===== config.mk =====
export PLATFORM = sky130hd
export DESIGN_NAME = xcvr_ctrl
export DESIGN_NICKNAME = d
export VERILOG_FILES = /design/src/xcvr_pkg.sv /design/src/xcvr_ctrl.sv
export SDC_FILE = /design/constraint.sdc
export NUM_CORES = 1
export LEC_CHECK = 0
export ABC_AREA = 1
export BUFFER_PORTS_ARGS = -buffer_cell sky130_fd_sc_hd__buf_2
export CAP_MARGIN = 20
export CORE_MARGIN = 2
export CORE_UTILIZATION = 50
export DETAILED_ROUTE_END_ITERATION = 6
export PLACE_DENSITY = 0.81
export SLEW_MARGIN = 10
export SYNTH_ARGS = -nofsm -noshare
export SYNTH_HDL_FRONTEND = slang
export SYNTH_SLANG_ARGS = --single-unit

===== constraint.sdc =====
create_clock -name clk_sys -period 6.2 [get_ports clk_sys]
set_clock_uncertainty 0.2 [all_clocks]
set_input_delay 1.86 -clock clk_sys [delete_from_list [all_inputs] [get_ports clk_sys]]
set_output_delay 1.86 -clock clk_sys [all_outputs]
set_load 0.1 [all_outputs]

===== src/xcvr_pkg.sv =====
// constants of the module control block and its pin input synchroniser
//
// What this block does
// - fault output high on laser fault detection
// - laser off while disable high or open
// - receive rate select, low when undriven
// - transmit rate select, low when undriven
// - presence contact tied low, host sees low
// - loss-of-signal high on weak optical input
// - laser below 10% within 100 us
// - laser back on within 2 ms
// - serial interface ready within 300 ms
// - non-cooled part operational within 300 ms
// - cooled part operational within 90 s
// - non-cooled high power settles within 300 ms
// - low power limits within 300 ms
// - disable held 10 us clears fault
// - cooled part flags fault within 50 ms
// - loss-of-signal follows input within 100 us
`timescale 1ns/1ps
`default_nettype none

// ============================================================
// package
package xcvr_pkg;
  // system clock rate
  localparam longint unsigned CLK_HZ       = 20_000_000;
  // times in their own units, as specified
  localparam longint unsigned T_RESET_US   = 10;    // least disable hold to clear fault
  localparam longint unsigned T_INIT_MS    = 300;   // non-cooled start-up bound
  localparam longint unsigned T_SERIAL_MS  = 300;   // serial interface start-up bound
  localparam longint unsigned T_PWR_UP_MS  = 300;   // non-cooled power level raise bound
  localparam longint unsigned T_COOLED_S   = 90;    // cooled start-up and raise bound
  // cycle counts: least times round up, longest times round down
  localparam longint unsigned T_RESET_CYC  = (T_RESET_US * CLK_HZ + 999_999) / 1_000_000;
  localparam longint unsigned T_INIT_CYC   = T_INIT_MS * CLK_HZ / 1000;
  localparam longint unsigned T_SERIAL_CYC = T_SERIAL_MS * CLK_HZ / 1000;
  localparam longint unsigned T_PWR_UP_CYC = T_PWR_UP_MS * CLK_HZ / 1000;
  localparam longint unsigned T_COOLED_CYC = T_COOLED_S * CLK_HZ;

  // register byte offsets
  localparam logic [7:0] OFF_CTRL    = 8'h00;
  localparam logic [7:0] OFF_STATUS  = 8'h04;
  localparam logic [7:0] OFF_IRQ_STS = 8'h08;
  localparam logic [7:0] OFF_IRQ_CLR = 8'h0c;
  localparam logic [7:0] OFF_IRQ_EN  = 8'h10;

  // control register fields and reset value
  localparam int         CTRL_W      = 2;
  localparam int         CTRL_COOLED = 0;
  localparam int         CTRL_HIPWR  = 1;
  localparam logic [1:0] CTRL_RST    = 2'h0;

  // status register fields
  localparam int ST_FAULT  = 0;
  localparam int ST_LOS    = 1;
  localparam int ST_LASER  = 2;
  localparam int ST_SERIAL = 3;
  localparam int ST_READY  = 4;
  localparam int ST_HIPWR  = 5;
  localparam int ST_RXRATE = 6;
  localparam int ST_TXRATE = 7;
  localparam int ST_STATE  = 8;

  // interrupt status, clear and enable fields
  localparam int         IRQ_W       = 4;
  localparam int         IRQ_FAULT   = 0;
  localparam int         IRQ_LOS     = 1;
  localparam int         IRQ_READY   = 2;
  localparam int         IRQ_PWR     = 3;
  localparam logic [3:0] IRQ_EN_RST  = 4'h0;

  // pin sampler reset levels: disable idles high, others low
  localparam int         PIN_W       = 5;
  localparam int         PIN_DIS     = 0;
  localparam int         PIN_RXRATE  = 1;
  localparam int         PIN_TXRATE  = 2;
  localparam int         PIN_FAULT   = 3;
  localparam int         PIN_LOW     = 4;
  localparam logic [4:0] PIN_RST     = 5'h01;

  // bus transfer type bit that marks an active transfer
  localparam int HTRANS_ACT = 1;

  // module sequencing states, gray coded along init, run, raise
  typedef enum logic [1:0]
  {
    S_INIT  = 2'b00,
    S_RUN   = 2'b01,
    S_UPPWR = 2'b11,
    S_FAULT = 2'b10
  } mstate_t;

  // register hit decode, used by both the read and the write path
  function automatic logic addr_hit(input logic [31:0] a, input logic [7:0] off);
    return (a[7:0] == off) && (a[31:8] == 24'h000000);
  endfunction
endpackage

// ============================================================
// three flop sampler for inputs from outside the clock domain
module pin_sync
#(
  parameter int         W       = 1,
  parameter logic [W-1:0] RST_VAL = '0
)(
  input  wire logic         clk,
  input  wire logic         rst_n,
  input  wire logic [W-1:0] d_in,
  output var  logic [W-1:0] d_out
);
  genvar i;
  // one sampler per bit; a change is taken once stages two and three agree
  for (i = 0; i < W; i++)
  begin : g_bit
    logic s1_r;   // first stage, read only by the second
    logic s2_r;   // second stage
    logic s3_r;   // third stage
    always_ff @(posedge clk or negedge rst_n)
    begin
      if (!rst_n)
      begin
        s1_r     <= RST_VAL[i];
        s2_r     <= RST_VAL[i];
        s3_r     <= RST_VAL[i];
        d_out[i] <= RST_VAL[i];
      end
      else
      begin
        s1_r <= d_in[i];
        s2_r <= s1_r;
        s3_r <= s2_r;
        // agreement filter: a one-cycle glitch never reaches the output
        if (s2_r == s3_r)
        begin
          d_out[i] <= s3_r;
        end
      end
    end
  end
endmodule

`default_nettype wire


===== src/xcvr_ctrl.sv =====
// top of the pluggable module control block with its register slave
`timescale 1ns/1ps
`default_nettype none

module xcvr_ctrl
  import xcvr_pkg::*;
#(
  parameter logic [31:0] INIT_CYC   = 32'(T_INIT_CYC),    // non-cooled start-up count
  parameter logic [31:0] SERIAL_CYC = 32'(T_SERIAL_CYC),  // serial interface start-up count
  parameter logic [31:0] PWR_UP_CYC = 32'(T_PWR_UP_CYC),  // non-cooled power raise count
  parameter logic [31:0] COOLED_CYC = 32'(T_COOLED_CYC)   // cooled start-up and raise count
)(
  input  wire logic        clk_sys,
  input  wire logic        rstn,
  // module pins and analog monitor flags
  input  wire logic        tx_disable_pin,
  input  wire logic        receive_rate_select,
  input  wire logic        transmit_rate_select,
  input  wire logic        laser_fault_det,
  input  wire logic        rx_signal_low,
  output var  logic        tx_fault_o,
  output var  logic        tx_fault_oe,
  output var  logic        rx_los_o,
  output var  logic        rx_los_oe,
  output var  logic        module_absent_o,
  output var  logic        module_absent_oe,
  output var  logic        laser_on,
  output var  logic        rx_rate_sel,
  output var  logic        tx_rate_sel,
  output var  logic        high_power_on,
  output var  logic        serial_ready,
  output var  logic        module_ready,
  output var  logic        irq,
  // register bus
  input  wire logic        hsel,
  input  wire logic [31:0] haddr,
  input  wire logic [1:0]  htrans,
  input  wire logic        hwrite,
  input  wire logic [2:0]  hsize,
  input  wire logic [31:0] hwdata,
  input  wire logic        hready,
  output var  logic [31:0] hrdata,
  output var  logic        hreadyout,
  output var  logic        hresp
);

  // ============================================================
  // reset release
  logic rst_s1_r;   // first release stage
  logic rst_n_s;    // released reset used by the whole block

  // assert at once, release through two flops to avoid a ragged exit
  always_ff @(posedge clk_sys or negedge rstn)
  begin
    if (!rstn)
    begin
      rst_s1_r <= 1'b0;
      rst_n_s  <= 1'b0;
    end
    else
    begin
      rst_s1_r <= 1'b1;
      rst_n_s  <= rst_s1_r;
    end
  end

  // ============================================================
  // pin sampling
  logic [PIN_W-1:0] pins_s;   // filtered pin levels
  logic             tx_dis_s; // disable level, high while open
  logic             fault_s;  // laser fault detected
  logic             low_s;    // optical level under threshold

  // disable resets high so the laser stays dark until the pin is seen
  pin_sync #(.W(PIN_W), .RST_VAL(PIN_RST)) u_pins
  (
    .clk   (clk_sys),
    .rst_n (rst_n_s),
    .d_in  ({rx_signal_low, laser_fault_det, transmit_rate_select,
             receive_rate_select, tx_disable_pin}),
    .d_out (pins_s)
  );

  assign tx_dis_s = pins_s[PIN_DIS];
  assign fault_s  = pins_s[PIN_FAULT];
  assign low_s    = pins_s[PIN_LOW];

  // ============================================================
  // bus address phase and decode
  logic              take;        // address phase accepted this cycle
  logic              wr_pend_r;   // write data phase pending
  logic [31:0]       wr_addr_r;   // address of the pending write
  logic [CTRL_W-1:0] ctrl_r;      // cooled flag and high power request
  logic [IRQ_W-1:0]  irq_sts_r;   // sticky event bits
  logic [IRQ_W-1:0]  irq_en_r;    // event enables
  logic [IRQ_W-1:0]  irq_clr;     // write-one-to-clear strobes
  logic [IRQ_W-1:0]  ev;          // events of this cycle
  logic [31:0]       status;      // live status word
  logic [31:0]       rd_mux;      // read data for the address in phase
  logic              fault_r;     // latched fault
  logic              rx_los_r;    // loss-of-signal level
  logic              laser_on_r;  // laser drive enable
  logic              hp_act_r;    // higher power level in force
  logic              ser_rdy_r;   // serial interface ready
  logic              mod_rdy_r;   // module fully operational
  mstate_t           state_r;     // sequencing state
  mstate_t           state_nxt;   // next sequencing state

  assign take = hsel && htrans[HTRANS_ACT] && hready;

  // hsize is not checked: only whole words are mapped
  always_ff @(posedge clk_sys or negedge rst_n_s)
  begin
    if (!rst_n_s)
    begin
      wr_pend_r <= 1'b0;
      wr_addr_r <= 32'h00000000;
    end
    else
    begin
      wr_pend_r <= take && hwrite;
      if (take)
      begin
        wr_addr_r <= haddr;
      end
    end
  end

  // status word shows the block's own state
  always_comb
  begin
    status            = 32'h00000000;
    status[ST_FAULT]  = fault_r;
    status[ST_LOS]    = rx_los_r;
    status[ST_LASER]  = laser_on_r;
    status[ST_SERIAL] = ser_rdy_r;
    status[ST_READY]  = mod_rdy_r;
    status[ST_HIPWR]  = hp_act_r;
    status[ST_RXRATE] = pins_s[PIN_RXRATE];
    status[ST_TXRATE] = pins_s[PIN_TXRATE];
    status[ST_STATE +: 2] = state_r;
  end

  // read mux; unmapped and write-only offsets read as zero
  always_comb
  begin
    rd_mux = 32'h00000000;
    if (addr_hit(haddr, OFF_CTRL))
    begin
      rd_mux[CTRL_W-1:0] = ctrl_r;
    end
    else if (addr_hit(haddr, OFF_STATUS))
    begin
      rd_mux = status;
    end
    else if (addr_hit(haddr, OFF_IRQ_STS))
    begin
      rd_mux[IRQ_W-1:0] = irq_sts_r;
    end
    else if (addr_hit(haddr, OFF_IRQ_EN))
    begin
      rd_mux[IRQ_W-1:0] = irq_en_r;
    end
  end

  // read data is sampled in the address phase so it leaves a flop
  always_ff @(posedge clk_sys or negedge rst_n_s)
  begin
    if (!rst_n_s)
    begin
      hrdata    <= 32'h00000000;
      hreadyout <= 1'b0;
      hresp     <= 1'b0;
    end
    else
    begin
      hreadyout <= 1'b1;   // zero wait states, always OKAY
      hresp     <= 1'b0;
      if (take && !hwrite)
      begin
        hrdata <= rd_mux;
      end
    end
  end

  // ============================================================
  // register writes
  // control and enable registers take hwdata in the data phase
  always_ff @(posedge clk_sys or negedge rst_n_s)
  begin
    if (!rst_n_s)
    begin
      ctrl_r   <= CTRL_RST;
      irq_en_r <= IRQ_EN_RST;
    end
    else if (wr_pend_r)
    begin
      if (addr_hit(wr_addr_r, OFF_CTRL))
      begin
        ctrl_r <= hwdata[CTRL_W-1:0];
      end
      if (addr_hit(wr_addr_r, OFF_IRQ_EN))
      begin
        irq_en_r <= hwdata[IRQ_W-1:0];
      end
    end
  end

  assign irq_clr = (wr_pend_r && addr_hit(wr_addr_r, OFF_IRQ_CLR)) ?
                   hwdata[IRQ_W-1:0] : '0;

  // ============================================================
  // fault latch
  localparam int            RCW     = $clog2(int'(T_RESET_CYC) + 1);
  localparam logic [RCW-1:0] RST_HOLD = RCW'(T_RESET_CYC);
  logic [RCW-1:0] dis_cnt_r;   // cycles the disable has been held high
  logic           fault_clr;   // disable held long enough

  // saturating hold counter, restarts on every low level
  always_ff @(posedge clk_sys or negedge rst_n_s)
  begin
    if (!rst_n_s)
    begin
      dis_cnt_r <= '0;
    end
    else if (!tx_dis_s)
    begin
      dis_cnt_r <= '0;
    end
    else if (dis_cnt_r != RST_HOLD)
    begin
      dis_cnt_r <= dis_cnt_r + 1'b1;
    end
  end

  assign fault_clr = tx_dis_s && (dis_cnt_r == RST_HOLD);

  // latched well inside the 50 ms bound; a live fault beats the clear
  always_ff @(posedge clk_sys or negedge rst_n_s)
  begin
    if (!rst_n_s)
    begin
      fault_r <= 1'b0;
    end
    else if (fault_s)
    begin
      fault_r <= 1'b1;
    end
    else if (fault_clr)
    begin
      fault_r <= 1'b0;
    end
  end

  // ============================================================
  // sequencing of start-up, power level and fault recovery
  logic [31:0] cnt_r;      // settle counter of the current state
  logic [31:0] lim_init;   // start-up length for this part
  logic [31:0] lim_pwr;    // power raise length for this part
  logic        cnt_done;   // settle count reached

  assign lim_init = ctrl_r[CTRL_COOLED] ? COOLED_CYC : INIT_CYC;
  assign lim_pwr  = ctrl_r[CTRL_COOLED] ? COOLED_CYC : PWR_UP_CYC;
  assign cnt_done = (state_r == S_INIT) ? (cnt_r >= lim_init - 32'h1) :
                                          (cnt_r >= lim_pwr - 32'h1);

  // next state; a fault always wins, recovery restarts the start-up
  always_comb
  begin
    state_nxt = state_r;
    unique case (state_r)
      S_INIT:
      begin
        if (fault_r)
          state_nxt = S_FAULT;
        else if (!tx_dis_s && cnt_done)
          state_nxt = S_RUN;
      end
      S_RUN:
      begin
        if (fault_r)
          state_nxt = S_FAULT;
        else if (ctrl_r[CTRL_HIPWR] && !hp_act_r)
          state_nxt = S_UPPWR;
      end
      S_UPPWR:
      begin
        if (fault_r)
          state_nxt = S_FAULT;
        else if (!ctrl_r[CTRL_HIPWR] || cnt_done)
          state_nxt = S_RUN;
      end
      S_FAULT:
      begin
        if (!fault_r)
          state_nxt = S_INIT;
      end
    endcase
  end

  // settle counter; held at zero while disabled during power-up
  always_ff @(posedge clk_sys or negedge rst_n_s)
  begin
    if (!rst_n_s)
    begin
      state_r <= S_INIT;
      cnt_r   <= 32'h00000000;
    end
    else
    begin
      state_r <= state_nxt;
      if (state_nxt != state_r || (state_r == S_INIT && tx_dis_s))
        cnt_r <= 32'h00000000;
      else if (!cnt_done)
        cnt_r <= cnt_r + 32'h1;
    end
  end

  // power level: raised after settling, dropped on the next cycle
  always_ff @(posedge clk_sys or negedge rst_n_s)
  begin
    if (!rst_n_s)
    begin
      hp_act_r <= 1'b0;
    end
    else if (!ctrl_r[CTRL_HIPWR])
    begin
      hp_act_r <= 1'b0;
    end
    else if (state_r == S_UPPWR && state_nxt == S_RUN)
    begin
      hp_act_r <= 1'b1;
    end
  end

  // ready flags; the serial count runs once per reset
  logic [31:0] ser_cnt_r;   // serial start-up counter
  always_ff @(posedge clk_sys or negedge rst_n_s)
  begin
    if (!rst_n_s)
    begin
      ser_cnt_r <= 32'h00000000;
      ser_rdy_r <= 1'b0;
      mod_rdy_r <= 1'b0;
    end
    else
    begin
      mod_rdy_r <= (state_nxt == S_RUN) || (state_nxt == S_UPPWR);
      if (ser_cnt_r >= SERIAL_CYC - 32'h1)
        ser_rdy_r <= 1'b1;
      else
        ser_cnt_r <= ser_cnt_r + 32'h1;
    end
  end

  // ============================================================
  // pin drivers
  // laser dark on disable, fault or before ready; sampler lag is 3-4 cycles
  always_ff @(posedge clk_sys or negedge rst_n_s)
  begin
    if (!rst_n_s)
    begin
      laser_on_r  <= 1'b0;
      rx_los_r    <= 1'b0;
      rx_rate_sel <= 1'b0;
      tx_rate_sel <= 1'b0;
    end
    else
    begin
      laser_on_r  <= !tx_dis_s && !fault_s && !fault_r &&
                     (state_r == S_RUN || state_r == S_UPPWR);
      rx_los_r    <= low_s;
      rx_rate_sel <= pins_s[PIN_RXRATE];
      tx_rate_sel <= pins_s[PIN_TXRATE];
    end
  end

  // open-drain pins pull low only while their level is low
  always_ff @(posedge clk_sys or negedge rst_n_s)
  begin
    if (!rst_n_s)
    begin
      tx_fault_o       <= 1'b0;
      tx_fault_oe      <= 1'b1;
      rx_los_o         <= 1'b0;
      rx_los_oe        <= 1'b1;
      module_absent_o  <= 1'b0;
      module_absent_oe <= 1'b1;
    end
    else
    begin
      tx_fault_o       <= 1'b0;
      tx_fault_oe      <= !fault_r;
      rx_los_o         <= 1'b0;
      rx_los_oe        <= !rx_los_r;
      module_absent_o  <= 1'b0;
      module_absent_oe <= 1'b1;
    end
  end

  assign laser_on      = laser_on_r;
  assign high_power_on = hp_act_r;
  assign serial_ready  = ser_rdy_r;
  assign module_ready  = mod_rdy_r;

  // ============================================================
  // interrupts
  assign ev[IRQ_FAULT] = fault_s && !fault_r;
  assign ev[IRQ_LOS]   = low_s != rx_los_r;
  assign ev[IRQ_READY] = (state_r == S_INIT) && (state_nxt == S_RUN);
  assign ev[IRQ_PWR]   = (state_r == S_UPPWR) && (state_nxt == S_RUN) && ctrl_r[CTRL_HIPWR];

  // an event in the clearing cycle survives the clear
  always_ff @(posedge clk_sys or negedge rst_n_s)
  begin
    if (!rst_n_s)
    begin
      irq_sts_r <= '0;
      irq       <= 1'b0;
    end
    else
    begin
      irq_sts_r <= (irq_sts_r & ~irq_clr) | ev;
      irq       <= |(irq_sts_r & irq_en_r);
    end
  end
endmodule

`default_nettype wire


# == After elaboration in Yosys (flattened, before gate mapping) ==
# Index checks and enable logic that the tools add are counted.
# totals
input_bits,79
reg_bits,183
# classes
bitwise,4
addsub,4
mux,24
magnitude_cmp,2
n_eq_ne,22
n_reduce_logical,43
# op_table
op,n
$add A32 B1 Y32 const B,2
$mux W32,2
$logic_not A24 Y1,2
$ge A32 B23 Y1 const B,1
$ge A32 B32 Y1,1
$sub A31 B1 Y32 const B,1
$mux W31,1
$mux W30,1
$logic_and A1 B1 Y1,23
$eq A8 B4 Y1 const B,2
$eq A8 B5 Y1 const B,2
$logic_not A8 Y1,2
$mux W2,8
$mux W4,4
$mux W8,2
$add A8 B1 Y8 const B,1
$and A4 B4 Y4,2
$eq A8 B3 Y1 const B,1
$eq A8 B8 Y1 const B,1
$ne A8 B8 Y1 const B,1
$pmux W2 S4,1
$logic_not A1 Y1,7
$eq A2 B2 Y1 const B,3
$mux W6,1
14 further kinds,27

# == Depth between registers and ports, before layout ==
# Gate-level depths: netlist of the first run.
# depth
ltp_word,11
depth_mapped,18
ltp_nobuf,17

# == Hierarchy ==
# A second synthesis of the first run with hierarchy kept.
# unflattened
cells_unflattened,950
area_unflattened_um2,8023.9
# modules_own_cells
mod,seq_area_each_um2,area_per_inst_um2,instances,cells_per_inst
xcvr_ctrl,3530.9,7437.1,1,910
pin_sync,505.5,586.8,1,40

# == Worst setup path before layout of the first run ==
# OpenSTA, ideal clock, no wires.
# synth_path
path_kind,input-to-reg
start,input hready
end,register hrdata[8]
arrival_time_ns,2.823
setup_time_ns,0.129
required_ns,5.871
cell_stages,5
n_path_buf,0
slack_ns,3.048
cell_sequence,nand3_1 > nor2_1 > clkinv_1 > nand2_1 > o21ai_0
# synth_via
elab_chain_cells,2
# synth_rtl
item,line_no,source
start: declaration,xcvr_ctrl.sv:41,"input wire logic hready,"
$logic_and A1 B1 Y1,xcvr_ctrl.sv:109,assign take = hsel && htrans[HTRANS_ACT] && hready;
$logic_and A1 B1 Y1,xcvr_ctrl.sv:179,if (take && !hwrite)
end signal: assignment,xcvr_ctrl.sv:181,hrdata <= rd_mux;
end: declaration,xcvr_ctrl.sv:42,"output var logic [31:0] hrdata,"
# No other way between the ends.
# A chain may end at the register's enable or synchronous reset.

# == Worst setup path in the final report of the first run ==
# layout_path
start,register rx_los_oe
end,output rx_los_oe
# layout_lines
item,line_no,source
start: declaration,xcvr_ctrl.sv:24,"output var logic rx_los_oe,"
start signal: assignment,xcvr_ctrl.sv:395,rx_los_oe <= !rx_los_r;
# No word-level cell between the ends.

==> metrics.txt, run 1 <==
area leader, netlist=dfrtp_1; Setup Total Neg Slack=0 ns; initial antenna violation count=0; Max-Cap Viols=0; most frequent cells in the layout=197 x nand2_1, 154 x dfrtp_1, 107 x inv_1; Die Height=between 100 and 150 µm; CP Class=reg -> out; final WL=between 15 and 20 mm; delay-heaviest family, CP=flip-flops; Vias/cell=around 5.1; Post-CTS Repair Setup Buffers=0; combinational family with the most area after synthesis=simple AND/OR/NAND/NOR gates; area of the core=between 15000 and 20000 µm²; compound-cell area share of the yosys netlist=approximately 5.5%; total CTS buffers=17; cell total after placement=between 1000 and 1500; Peak VDD IR=about 0.20 mV; Clk Latency, worst-skew pair=~0.43 ns; syn_area_per_cell=between 8 and 9 µm²; slowest CP cell=dfstp_2; multi-input combinational cell area=roughly 3300 µm²; relative slew slack=43.5%; mapped cell area=approximately 8000 µm²; Fmax=roughly 290 MHz; Clock Tree Buf Depth=2; largest net degree at the start of global routing=70; ys async rst share=100%; Mapped Cells=923; n_diodes=0; via count=just over 6000; CP startpoint=rx_los_oe; CP Data Required Time=slightly above 4 ns; xor/xnor share of the synthesized area=about 4.4%; Reg2Reg Setup Slack=about 2.9 ns; Yosys reg bits=approximately 160; hpwl dp=about 11 mm; mux contribution to synthesized area=1.55%; I/O Buffers=66; static leakage power=4.33 nW; PwrDens=290 nW/µm²; Final Setup Violations=0; FF-to-FF End=cnt_r[18]; DRC Markers=0; Root Driver=clkbuf_16; post-synthesis cell type count=42; ranking of synthesized cells by area=dfrtp_1 48%, nand2_1 9.2%, inv_1 5.0%, nor2_1 4.2%, xor2_1 3.2%; Warnings, synthesis=0; status=finished, final reports clean; count of final hold-check violations=0; CP Launch Type=flop; Tcrit/Tclk final=roughly 55%; H-tree Lvls=4; DIE WIDTH=around 130 µm; global-route wire length before repair=between 20 and 30 mm; fin cells=approximately 1200; die area=17000 µm²; CP arrival=1.36 ns; R2R depth=13; Crit. End Element=primary output; 1st-iter DRT viols=350; Sink Count=between 150 and 200; layout cells sized above 1=approximately 15%; Core Util, Final=between 50 and 60%; clock slew at reported path FFs=about 0.06 ns; crit path max fanout=1; first-pass iteration count of the detailed router=5; post_cts resized=0; Reg2Reg Launch Point=ctrl_r[0]; fillers=approximately 1400; GRT Util Overall=between 20% and 30%; Post-Synth Adder-Cell Area=3.13%; top_reg_cell synth=dfrtp_1; post-synthesis simple-gate area fraction=25.5%; total congestion overflow=0; RSZ-0062 raised after global routing=no; # rows=46; number of synthesized flops with an enable pin=0; Largest stage delay, worst path=roughly 0.52 ns; WP depth=1; I/O pin count=126; part of the Yosys area used for sequential elements=between 50% and 60%; Routed wire per std cell=between 10 and 15 µm; initial core utilization=just over 50%; # hold bufs at CTS=0; area delta synth->final=12.9%; fin. max-slew vios=0; CP endpoint=rx_los_oe; crit-path cells=buf_2; Final #Nets=around 1100; Worst-Margin Slew=around 0.85 ns; flip-flop and latch area=around 4000 µm²; class of the most critical hold timing path=reg -> reg; Yosys top cell area share=approximately half; hold path start=u_pins.g_bit[3].s1_r; Bufs and invs on worst path=1; vias in the first global route=between 5000 and 6000; CTS tree=done; Final Critical Period=3.42 ns; post-route antenna net violation count=0; RePlAce Congestion=between 0.8 and 0.9; Hold WS=0.151 ns; commonest non-fill, non-tap cell in the layout=nand2_1
==> per-stage QoR <==
step	total power [mW]	instance area (µm²)	worst slack, ns
5_1_grt	2.73	9030	2.62
3_3_place_gp	1.49	8390	2.44
3_5_place_dp	1.51	8390	2.35
6_report	2.62	9030	2.78
4_1_cts	2.64	9030	2.76
2_1_floorplan	1.45	8100	1.19
==> layout make-up <==
type | count | area share, %
Tap cell | 216 | 2.99
Sequential cell | 161 | 44.7
Inverter | 110 | 4.57
Multi-Input combinational cell | 626 | 36.7
Timing Repair Buffer | 69 | 3.91
Clock buffer | 19 | 4.90
Clock inverter | 13 | 2.19
==> registers in the layout (all words and copies together), names as in the netlist, 2 cells and up <==
register / flops
cnt_r: 32
ser_cnt_r: 32
wr_addr_r: 32
hrdata: 10
dis_cnt_r: 8
u_pins.d_out: 5
u_pins.g_bit.s1_r: 5
u_pins.g_bit.s2_r: 5
u_pins.g_bit.s3_r: 5
irq_en_r: 4
irq_sts_r: 4
ctrl_r: 2
state_r: 2
==> where the power goes <==
group	switching [mW]	total [mW]	internal, mW
combinational	0.212	0.299	0.0872
clock	0.436	1.13	0.695
sequential	0.0600	1.19	1.13
==> worst min-delay path by stage <==
stage / endpoint / slack, ns / depth (start not counted)
6_report: u_pins.g_bit[3].s2_r / 0.15 / 0
3_3_place_gp: u_pins.g_bit[2].s2_r / 0.13 / 0
4_1_cts: u_pins.g_bit[3].s2_r / 0.15 / 0
2_1_floorplan: rst_n_s / 0.13 / 0
3_5_place_dp: rst_n_s / 0.14 / 0
5_1_grt: u_pins.g_bit[2].s2_r / 0.16 / 0
==> cells in the mapped netlist (8+ instances only) <==
library cell	count
nor4_1	20
inv_1	107
clkbuf_1	16
mux2_2	11
nand4_1	31
a21oi_1	13
buf_4	29
dfrtp_1	155
nand2_1	197
nor2_1	90
nand2_2	9
o21ai_0	49
ha_1	16
xnor2_1	11
nor3_1	31
nand3_1	40
o21ai_1	8
xor2_1	29
==> kinds of logic after synthesis <==
family                     count (synthesis)
xor gates and xnor gates                  40
DFF                                      161
AOI/OAI and AO/OA                         81
and+or+nand+nor                          444
buffers and inverters                    163
muxes                                     11
adders and majority gates                 21
other                                      2
==> metal layers <==
layer,vias to the layer above,track usage [%],wire [µm]
met5,-,0,0
met4,0,8.07,348
met3,28,4.76,668
met2,146,32.1,7640
met1,2900,26.7,7480
li1,3057,-,-
(Power assumes the default switching activity.)
==> run 2, diff against run 1 <==
--- a/config.mk
+++ b/config.mk
@@ -11,7 +11,7 @@
 export CORE_MARGIN = 2
 export CORE_UTILIZATION = 50
 export DETAILED_ROUTE_END_ITERATION = 6
-export PLACE_DENSITY = 0.81
+export PLACE_DENSITY = 0.84
 export SLEW_MARGIN = 10
 export SYNTH_ARGS = -nofsm -noshare
 export SYNTH_HDL_FRONTEND = slang
==> constraint.sdc (replaced) <==
create_clock -name clk_sys -period 2.8 [get_ports clk_sys]
set_clock_uncertainty 0.2 [all_clocks]
set_input_delay 0.84 -clock clk_sys [delete_from_list [all_inputs] [get_ports clk_sys]]
set_output_delay 0.84 -clock clk_sys [all_outputs]
set_load 0.1 [all_outputs]
==> metrics.txt, run 2 (synthesis results as in run 1) <==
post-route cell area=9230 µm² (was 9030 µm²); Tot Pwr=5.72 mW (was 2.62 mW); commonest non-fill, non-tap cell in the layout=nand2_1 (unchanged); H-tree Lvls=4 (unchanged); Int Pwr=4.14 mW (was 1.91 mW); vias in the first global route=5988 (was 5805); CP Data Required Time=2.95 ns (was 4.14 ns); Largest stage delay, worst path=0.39 ns (was 0.52 ns); largest net degree at the start of global routing=97 (was 70); clock slew at reported path FFs=0.06 ns (about the same); DIE WIDTH=130 µm (unchanged); CTS tree=done (unchanged); Setup Total Neg Slack=0 ns (unchanged); I/O pin count=126 (unchanged); Place WS=0.0577 ns (was 2.35 ns); 1st-iter DRT viols=473 (was 350); fin cells=1228 (was 1214); fin. max-slew vios=0 (unchanged); crit path max fanout=8 (was 1); Root Driver=clkbuf_16 (unchanged); fillers=1350 (was 1407); CP arrival=2.81 ns (was 1.36 ns); Vias/cell=5.08 (was 5.05); total congestion overflow=0 (unchanged); relative slew slack=46.3% (was 43.5%); initial core utilization=50.7% (unchanged); Sink Count=161 (unchanged); total CTS buffers=17 (unchanged); Routed wire per std cell=13.8 µm (was 13.3 µm); delay-heaviest family, CP=simple AND/OR/NAND/NOR gates (was flip-flops); clock share of power=42.1% (was 43.2%); Final #Nets=1094 (was 1080); most used cell, CP=nand2_1; status=finished, final reports clean (unchanged); Net Sw Frac=27.6% (was 27.0%); # rows=46 (unchanged); CP Launch Type=flop (unchanged); most frequent cells in the layout=195 x nand2_1, 154 x dfrtp_1, 105 x inv_1 (was 197 x nand2_1, 154 x dfrtp_1, 107 x inv_1); Final Critical Period=around 2.7 ns; class of the most critical hold timing path=reg -> reg (unchanged); slowest CP cell=dfrtp_1 (was dfstp_2); first-pass iteration count of the detailed router=7 (was 5); Bufs and invs on worst path=3 (was 1); final WL=17.0 mm (was 16.1 mm); RePlAce Congestion=0.859 (was 0.846); Worst-Margin Slew=0.806 ns (was 0.848 ns); initial antenna violation count=0 (unchanged); CP Class=reg -> reg (was reg -> out); static leakage power=4.40 nW (was 4.33 nW); n_diodes=0 (unchanged); largest registers=cnt_r: 32 flops, ser_cnt_r: 32 flops, wr_addr_r: 32 flops (unchanged); Post-DP Area=8470 µm² (was 8390 µm²); Max-Cap Viols=0 (unchanged); Peak VDD IR=0.433 mV (was 0.204 mV); count of final hold-check violations=0 (unchanged); die area=17000 µm² (unchanged); global-route wire length before repair=27.8 mm (was 27.1 mm); layout cells sized above 1=17.4% (was 15.2%); DRC Markers=0 (unchanged); RSZ-0062 raised after global routing=yes (was no); Crit. End Element=flop (was primary output); Sequential Power Share=45.8% (was 45.4%); PwrDens=620 nW/µm² (was 290 nW/µm²); hpwl dp=12.1 mm (was 11.5 mm); PnR worst setup slack=0.138 ns (was 2.78 ns); Die Height=130 µm (unchanged); cell total after placement=1191 (was 1182); I/O Buffers=66 (unchanged); Tcrit/Tclk final=95.1%; area delta synth->final=15.3% (was 12.9%); Fmax=376 MHz; P_sw=1.58 mW (was 708 µW); Final Setup Violations=0 (unchanged); crit-path cells=clkinvlp_4, buf_12, ha_1, nand2_1, a21oi_1, nor2_1, nand2_2, nor2_4, nand2_4, nand4_1, nand2_1, inv_2, nand2_2, nor2_2, nand2_1, nor2_1 (was buf_2); post-route antenna net violation count=0 (unchanged); GRT Util Overall=20.7% (was 20.1%); area of the core=15800 µm² (unchanged); via count=6233 (was 6131); Clock Tree Buf Depth=2 (unchanged); Gate power share=12.1% (was 11.4%); Clk Latency, worst-skew pair=0.42 ns (was 0.43 ns)
-- run 2: cell types whose count changed in the layout (fill, tap and decap cells not counted), moves of 3 or more --
cell	previous run	this run
ha_1	16	13
buf_4	3	11
clkinvlp_4	0	4
ha_4	0	3
-- run 2: final timing paths --
check,start,endpoint,slack [ns],cells past startpoint
setup / recovery,ctrl_r[0],cnt_r[6],0.14,16
hold / removal,rst_s1_r,rst_n_s,0.15,0
setup reg to reg,ctrl_r[0],cnt_r[6],0.14,16
hold reg to reg,rst_s1_r,rst_n_s,0.15,0
max in group asynchronous,rst_n_s,cnt_r[25],1.53,1
min in group asynchronous,rst_n_s,rx_los_r,0.16,1
-- run 2: per-stage QoR --
step | hold WS, ns | utilization, %
6_report | 0.147 | 58.5
5_1_grt | 0.159 | 58.5
4_1_cts | 0.149 | 57.7
3_5_place_dp | 0.136 | 53.7
3_3_place_gp | 0.133 | 53.7
2_1_floorplan | 0.131 | -
-- run 2: area by class of cell --
cell class	instances	area (µm²)	share of cell area (%)
flip-flops and latches	161	4040	43.8
multi-input cells	628	3410	36.9
repair buffers	81	474	5.14
clock buffers	18	439	4.76
inverters	110	417	4.52
well taps	216	270	2.93
clock inverters	14	179	1.94
-- run 2: layer usage --
layer	part of all wire, %	routed length, µm	global-route usage, %
met3	3.9	659	4.32
met1	45	7620	26.0
met5	0	0	0
met2	49	8380	35.4
met4	2.0	335	8.01
-- run 2: power by group through the flow --
| stage | sequential, mW | combinational [mW] | clock (mW) |
|---|---|---|---|
| 2_1_floorplan | 2.70 | 0.511 | 0 |
| 3_3_place_gp | 2.65 | 0.661 | 0 |
| 3_5_place_dp | 2.66 | 0.684 | 0 |
| 4_1_cts | 2.62 | 0.689 | 2.45 |
| 5_1_grt | 2.64 | 0.775 | 2.55 |
| 6_report | 2.62 | 0.689 | 2.41 |
-- run 2: timing repair --
action	4_1_cts	5_1_grt
gates resized for setup	0	16
setup buffers	0	2
endpoints found under the hold margin	2	0
hold buffers	1	0
setup endpoints to repair	0	30
